[config.mk]
export PLATFORM = sky130hd
export DESIGN_NAME = reload_timer_pulse_event
export DESIGN_NICKNAME = d
export VERILOG_FILES = /design/src/hw/reload_timer_pkg.sv /design/src/hw/reload_timer_pulse_event.sv
export SDC_FILE = /design/constraint.sdc
export NUM_CORES = 1
export LEC_CHECK = 0
export ABC_AREA = 1
export ABC_CLOCK_PERIOD_IN_PS = 3500
export BUFFER_PORTS_ARGS = -buffer_cell sky130_fd_sc_hd__buf_2
export CORE_MARGIN = 4
export CORE_UTILIZATION = 30
export CTS_BUF_LIST = sky130_fd_sc_hd__clkbuf_8
export CTS_CLUSTER_DIAMETER = 200
export DETAILED_ROUTE_END_ITERATION = 7
export GPL_ROUTABILITY_DRIVEN = 1
export PLACE_DENSITY = 0.54
export SLEW_MARGIN = 20
export SYNTH_ARGS = -nofsm -noshare
export SYNTH_HDL_FRONTEND = slang
export SYNTH_SLANG_ARGS = --single-unit
[constraint.sdc]
create_clock -name mclk -period 3.5 [get_ports mclk]
set_input_delay 0.175 -clock mclk [delete_from_list [all_inputs] [get_ports mclk]]
set_output_delay 0.175 -clock mclk [all_outputs]
set_load 0.05 [all_outputs]
[src/hw/reload_timer_pkg.sv]
// Package of register map, field positions and reset values for the timer.
package reload_timer_pkg;

	// Register indices; the byte address on the bus is four times the index.
	localparam logic [11:0] idx_timer_control    = 12'h100;
	localparam logic [11:0] idx_timer_io_control = 12'h101;
	localparam logic [11:0] idx_timer_mode       = 12'h102;
	localparam logic [11:0] idx_prescaler        = 12'h103;
	localparam logic [11:0] idx_main_counter     = 12'h104;
	localparam logic [11:0] idx_int_status       = 12'h105;
	localparam logic [11:0] idx_int_mask         = 12'h106;

	// Fields of timer_control.
	localparam int count_start_pos = 0;
	localparam int count_busy_pos  = 1;
	localparam int forced_stop_pos = 2;

	// Fields of timer_io_control.
	localparam int polarity_select_pos          = 0;
	localparam int primary_output_disable_pos   = 1;
	localparam int companion_output_enable_pos  = 2;

	// Field of timer_mode.
	localparam int event_mode_pos = 0;

	// Field of int_status and int_mask.
	localparam int underflow_pos = 0;

	localparam logic [7:0] io_control_reset = 8'h00;
	localparam logic [7:0] counter_reset    = 8'hff;
	localparam logic [7:0] zero_byte        = 8'h00;

	typedef enum logic {
		mode_pulse_output,
		mode_event_counter
	} timer_mode_e;

endpackage

[src/hw/reload_timer_pulse_event.sv]
// Prescaled reload down-counter with pulse output and event counting.
//
// The implementer's own choice: the APB interface to the registers.
`timescale 1ns/1ns
`default_nettype none

module reload_timer_pulse_event (
	input  wire logic        mclk,
	input  wire logic        reset,
	input  wire logic        psel,
	input  wire logic        penable,
	input  wire logic        pwrite,
	input  wire logic [13:0] paddr,
	input  wire logic [31:0] pwdata,
	output logic      [31:0] prdata,
	output logic             pready,
	output logic             pslverr,
	input  wire logic        pulse_pin_in,
	output logic             pulse_pin_out,
	output logic             pulse_pin_oe,
	output logic             companion_pin_out,
	output logic             companion_pin_oe,
	output logic             irq
);

	logic [7:0]  timer_io_control;
	logic        running;
	logic        event_mode;
	logic [7:0]  prescaler_reload;
	logic [7:0]  prescaler_counter;
	logic [7:0]  main_reload;
	logic [7:0]  main_counter;
	logic        int_status;
	logic        int_mask;
	logic        pulse_level;
	logic        pin_prev;
	logic [31:0] next_prdata;

	// Bus decode.
	wire        setup_phase = psel && !penable;
	wire        wr_en       = psel && penable && pwrite;
	wire [11:0] reg_idx     = paddr[13:2];
	wire        word_ok     = (paddr[1:0] == 2'b00);
	wire        hit_ctrl    = word_ok &&
		(reg_idx == reload_timer_pkg::idx_timer_control);
	wire        hit_ioc     = word_ok &&
		(reg_idx == reload_timer_pkg::idx_timer_io_control);
	wire        hit_mode    = word_ok &&
		(reg_idx == reload_timer_pkg::idx_timer_mode);
	wire        hit_pre     = word_ok &&
		(reg_idx == reload_timer_pkg::idx_prescaler);
	wire        hit_main    = word_ok &&
		(reg_idx == reload_timer_pkg::idx_main_counter);
	wire        hit_stat    = word_ok &&
		(reg_idx == reload_timer_pkg::idx_int_status);
	wire        hit_mask    = word_ok &&
		(reg_idx == reload_timer_pkg::idx_int_mask);
	wire        hit_any     = hit_ctrl || hit_ioc || hit_mode || hit_pre ||
		hit_main || hit_stat || hit_mask;

	wire wr_ctrl = wr_en && hit_ctrl;
	wire wr_ioc  = wr_en && hit_ioc;
	wire wr_mode = wr_en && hit_mode;
	wire wr_pre  = wr_en && hit_pre;
	wire wr_main = wr_en && hit_main;
	wire wr_stat = wr_en && hit_stat;
	wire wr_mask = wr_en && hit_mask;

	wire start_wr = pwdata[reload_timer_pkg::count_start_pos];
	wire stop_wr  = pwdata[reload_timer_pkg::forced_stop_pos];

	// Control fields.
	wire polarity_select = timer_io_control[reload_timer_pkg::polarity_select_pos];
	wire primary_output_disable =
		timer_io_control[reload_timer_pkg::primary_output_disable_pos];
	wire companion_output_enable =
		timer_io_control[reload_timer_pkg::companion_output_enable_pos];

	// Count source: every clock in pulse mode, the chosen pin edge otherwise.
	wire rise_seen  = pulse_pin_in && !pin_prev;
	wire fall_seen  = !pulse_pin_in && pin_prev;
	wire edge_hit   = polarity_select ? fall_seen : rise_seen;
	wire count_src  = event_mode ? edge_hit : 1'b1;
	wire count_tick = running && count_src;

	// The main counter steps only when the prescaler wraps.
	wire pre_wrap   = count_tick && (prescaler_counter == reload_timer_pkg::zero_byte);
	wire underflow  = pre_wrap && (main_counter == reload_timer_pkg::zero_byte);

	// The start level is (re)applied on every write to the pin setup or mode register.
	wire level_load = wr_ioc || wr_mode;
	wire load_level = !pwdata[reload_timer_pkg::polarity_select_pos];

	// Read mux.
	wire [31:0] rd_ctrl = {29'h0000000, 1'b0, running, running};
	wire [31:0] rd_ioc  = {24'h000000, timer_io_control};
	wire [31:0] rd_mode = {31'h00000000, event_mode};
	wire [31:0] rd_pre  = {24'h000000, prescaler_counter};
	wire [31:0] rd_main = {24'h000000, main_counter};
	wire [31:0] rd_stat = {31'h00000000, int_status};
	wire [31:0] rd_mask = {31'h00000000, int_mask};

	always_comb begin
		if (hit_ctrl) begin
			next_prdata = rd_ctrl;
		end else if (hit_ioc) begin
			next_prdata = rd_ioc;
		end else if (hit_mode) begin
			next_prdata = rd_mode;
		end else if (hit_pre) begin
			next_prdata = rd_pre;
		end else if (hit_main) begin
			next_prdata = rd_main;
		end else if (hit_stat) begin
			next_prdata = rd_stat;
		end else if (hit_mask) begin
			next_prdata = rd_mask;
		end else begin
			next_prdata = 32'h00000000;
		end
	end

	// Read data and error are caught at the setup edge, answered next cycle.
	always_ff @(posedge mclk or posedge reset) begin
		if (reset) begin
			prdata  <= 32'h00000000;
			pslverr <= 1'b0;
		end else if (setup_phase) begin
			prdata  <= pwrite ? 32'h00000000 : next_prdata;
			pslverr <= !hit_any;
		end
	end

	assign pready = 1'b1;

	always_ff @(posedge mclk or posedge reset) begin
		if (reset) begin
			timer_io_control <= reload_timer_pkg::io_control_reset;
			event_mode       <= 1'b0;
			int_mask         <= 1'b0;
		end else begin
			if (wr_ioc) begin
				timer_io_control <= pwdata[7:0];
			end
			if (wr_mode) begin
				event_mode <= pwdata[reload_timer_pkg::event_mode_pos];
			end
			if (wr_mask) begin
				int_mask <= pwdata[reload_timer_pkg::underflow_pos];
			end
		end
	end

	// Start and stop; forced stop wins over a start in the same write.
	always_ff @(posedge mclk or posedge reset) begin
		if (reset) begin
			running <= 1'b0;
		end else if (wr_ctrl) begin
			running <= start_wr && !stop_wr;
		end
	end

	// Prescaler and main counter; a write loads reload and counter together.
	always_ff @(posedge mclk or posedge reset) begin
		if (reset) begin
			prescaler_reload  <= reload_timer_pkg::counter_reset;
			prescaler_counter <= reload_timer_pkg::counter_reset;
			main_reload       <= reload_timer_pkg::counter_reset;
			main_counter      <= reload_timer_pkg::counter_reset;
		end else begin
			if (wr_pre) begin
				prescaler_reload  <= pwdata[7:0];
				prescaler_counter <= pwdata[7:0];
			end else if (pre_wrap) begin
				prescaler_counter <= prescaler_reload;
			end else if (count_tick) begin
				prescaler_counter <= prescaler_counter - 8'h01;
			end
			if (wr_main) begin
				main_reload  <= pwdata[7:0];
				main_counter <= pwdata[7:0];
			end else if (underflow) begin
				main_counter <= main_reload;
			end else if (pre_wrap) begin
				main_counter <= main_counter - 8'h01;
			end
		end
	end

	// Sticky underflow flag; a new underflow beats a write-one clear.
	always_ff @(posedge mclk or posedge reset) begin
		if (reset) begin
			int_status <= 1'b0;
		end else if (underflow) begin
			int_status <= 1'b1;
		end else if (wr_stat && pwdata[reload_timer_pkg::underflow_pos]) begin
			int_status <= 1'b0;
		end
	end

	assign irq = int_status && int_mask;

	// Output level and previous pin sample for edge detection.
	always_ff @(posedge mclk or posedge reset) begin
		if (reset) begin
			pulse_level <= 1'b1;
			pin_prev    <= 1'b0;
		end else begin
			pin_prev <= pulse_pin_in;
			if (level_load) begin
				pulse_level <= wr_ioc ? load_level : !polarity_select;
			end else if (underflow) begin
				pulse_level <= !pulse_level;
			end
		end
	end

	assign pulse_pin_out     = pulse_level;
	assign pulse_pin_oe      = !event_mode && !primary_output_disable;
	assign companion_pin_out = !pulse_level;
	assign companion_pin_oe  = companion_output_enable;
endmodule

`default_nettype wire
==> metrics.yaml <==
cts_hold_buf: 0
reg2regPathDepth: 9
drc: 0
min_path_cells: 1
p_per_area_mw_per_mm2: 303
worst_slew_pin_slew_ns: 0.914
crit_chain: "inv_1 > ha_1 > nand3_1 > nor2_1 > nand3_1 > inv_1 > nand3b_1 > o21ai_0 > nand3_1"
htreeDepth: 2
arrival_ns: 2.51
slew_viol_final: 0
period_needed_ns: 2.26
slowest_stage: "nand3_1"
synthTopCellsByArea: "dfstp_2 (24%), nand2_1 (16%), dfrtp_1 (15%), inv_1 (6.1%), buf_4 (5.3%)"
reg2reg_slack_ns: 1.24
area_growth_pct: 9.69
drt-initial-drc-count: 285
wl_per_cell_um: 14.0
ys_async_sr_fraction_pct: 100
total_power_mw: 1.18
ir_drop_mv: 0.166
cp.required_ns: 3.75
io_buffers: 41
critPathMostFrequentCell: "nand3_1"
finClkSkew_ns: 0.00988
gp_congestion: 0.825
hold_ws_ns: 0.00545
core-area_sq_mm: 0.0115
rsz0062_at_grt: "no"
crit_family: "simple AND/OR/NAND/NOR gates"
insertion_delay_ns: 0.31
syn_inst: 482
dp_hpwl_um: 7320
cts_tree: "done"
route.antenna.remaining_nets: 0
setup_tns_ns: 0
cts_setup_buffers: 0
cts_root_buffer: "clkbuf_8"
critPathLaunch: "prescaler_counter[0]"
layout-drive-gt1-share_pct: 21.6
post_cts_resized: 0
crit_path_end_kind: "flip-flop"
hold_class: "in2reg"
grt.overflow.total: 0
yosys_warnings: 0
die_area_sq_mm: 0.0137
clockBufferDepth: 2
cp_max_fo: 12
setup.worst_path.end: "main_counter[2]"
grt_max_degree: 44
start_kind: "flip-flop"
power.leakage_nw: 1.97
netlist.area_leader.share_pct: 24.3
antennaDiodeCount: 0
routed_wl_um: 9370
rows: 39
criticalPathCategory: "reg2reg"
synth_top_area_cell: "dfstp_2"
yosysSeqAreaShare_pct: 39.8
pin_count: 91
syn_area_sq_mm: 0.00356
path_depth: 9
grt_pass1_wl_um: 15300
rr_startpoint: "prescaler_counter[0]"
yosysUniqueCellTypes: 38
cts.sinks: 55
antenna_found_initial: 0
relSlewSlack_pct: 39.1
cts_made_buffers: 5
path_buf_inv: 2
syn_avg_cell_area_sq_um: 7.39
gr-usage-all-layers_pct: 14.2
hold_viol: 0
status: "completed"
die_w_um: 117
dr.pass1.iters: 6
vias_per_cell: 4.71
critPathMaxStageDelay_ns: 0.44
fmax_mhz: 442
synth_ff_type: "dfstp_2"
num_vias: 3141
initial_core_util_pct: 30.9
maxCapViolations: 0
timing.rr.end: "main_counter[2]"
nets: 577
synth_enable_flop_cells: 0
cts.clk_slew.worst_paths_ns: 0.11
fin_crit_sh_pct: 64.6
yosys_register_bits: 55
setup_violations: 0
grt_pass1_vias: 3092
die_y_um: 117
synthesized netlist by cell type, drive strengths merged (3+ instances only):
library cell	count
xor2	6
a21oi	3
nand4	11
o21ai	25
nand2	159
dfrtp	22
inv	64
nor3	8
o211ai	18
o31ai	4
nor2	52
nand3	28
dfstp	33
mux2	3
buf	31
kinds of logic after synthesis:
| family | count (synthesis) | share of synthesized area [%] |
|---|---|---|
| compound gates | 57 | 10.0 |
| mux | 3 | 1.05 |
| simple gates | 260 | 32.9 |
| fa+ha+maj | 2 | 0.702 |
| flops | 55 | 39.8 |
| other cells | 2 | 0.211 |
| xor+xnor | 8 | 1.97 |
| buf+inv | 95 | 13.4 |
sequential cells by signal, summed over array words and instances (netlist names):
name,flops
pslverr,1
running,1
int_status,1
prdata,8
main_counter,8
int_mask,1
main_reload,8
pin_prev,1
event_mode,1
timer_io_control,8
prescaler_counter,8
prescaler_reload,8
pulse_pin_out,1
worst min path at each step:
| stage | from | to | slack, ns |
|---|---|---|---|
| after floorplan | pulse_pin_in | pin_prev | 0.21 |
| after global placement | pulse_pin_in | pin_prev | 0.32 |
| after detailed placement | pulse_pin_in | pin_prev | 0.33 |
| after CTS | pulse_pin_in | pin_prev | 0.002 |
| after global routing | pulse_pin_in | pin_prev | 0.002 |
| final | pulse_pin_in | pin_prev | 0.005 |
area by class of cell:
type | instances | area, sq um
Clock buffer | 7 | 96.3
Clock inverter | 1 | 7.51
Sequential cell | 55 | 1420
Timing Repair Buffer | 42 | 213
Tap cell | 143 | 179
Fill cell | 1246 | 7610
Multi-Input combinational cell | 355 | 1750
Inverter | 64 | 240
cells in the final DEF (no fill, tap or decap), types with 4 or more instances in the layout:
cell,synthesis,routed
buf_2,3,41
inv_2,6,7
nor2_1,44,44
nand4_1,10,10
nand3_1,26,26
nor3_1,6,6
nand2_2,6,6
conb_1,2,25
inv_1,58,57
nor2_4,5,5
o31ai_1,4,4
clkbuf_8,0,7
xor2_1,6,6
nand2_1,152,152
o21ai_0,25,25
dfstp_2,33,33
dfrtp_1,22,22
o211ai_1,18,18
routing by layer:
layer	GRT usage (%)	wire length [um]
met1	19.9	4530
met2	23.1	4170
met3	2.78	591
met4	2.22	78
met5	0	0
stage by stage:
| stage | cell area, sq um | cells | worst slack, ns | util (%) |
|---|---|---|---|---|
| after floorplan | 3650 | 505 | 1.91 | - |
| after global placement | 3800 | 659 | 1.28 | 33.0 |
| after detailed placement | 3800 | 659 | 1.28 | 33.0 |
| after CTS | 3910 | 667 | 1.25 | 33.9 |
| after global routing | 3910 | 667 | 0.991 | 33.9 |
| final | 3910 | 667 | 1.24 | 33.9 |
power breakdown:
part           internal (mW)  switching [mW]  leakage, nW  total, mW
Sequential             0.640         0.00186        0.645      0.642
Clock                  0.181           0.222       0.0505      0.403
Combinational         0.0212           0.118         1.28      0.139
Power figures use the tool's default switching activity.
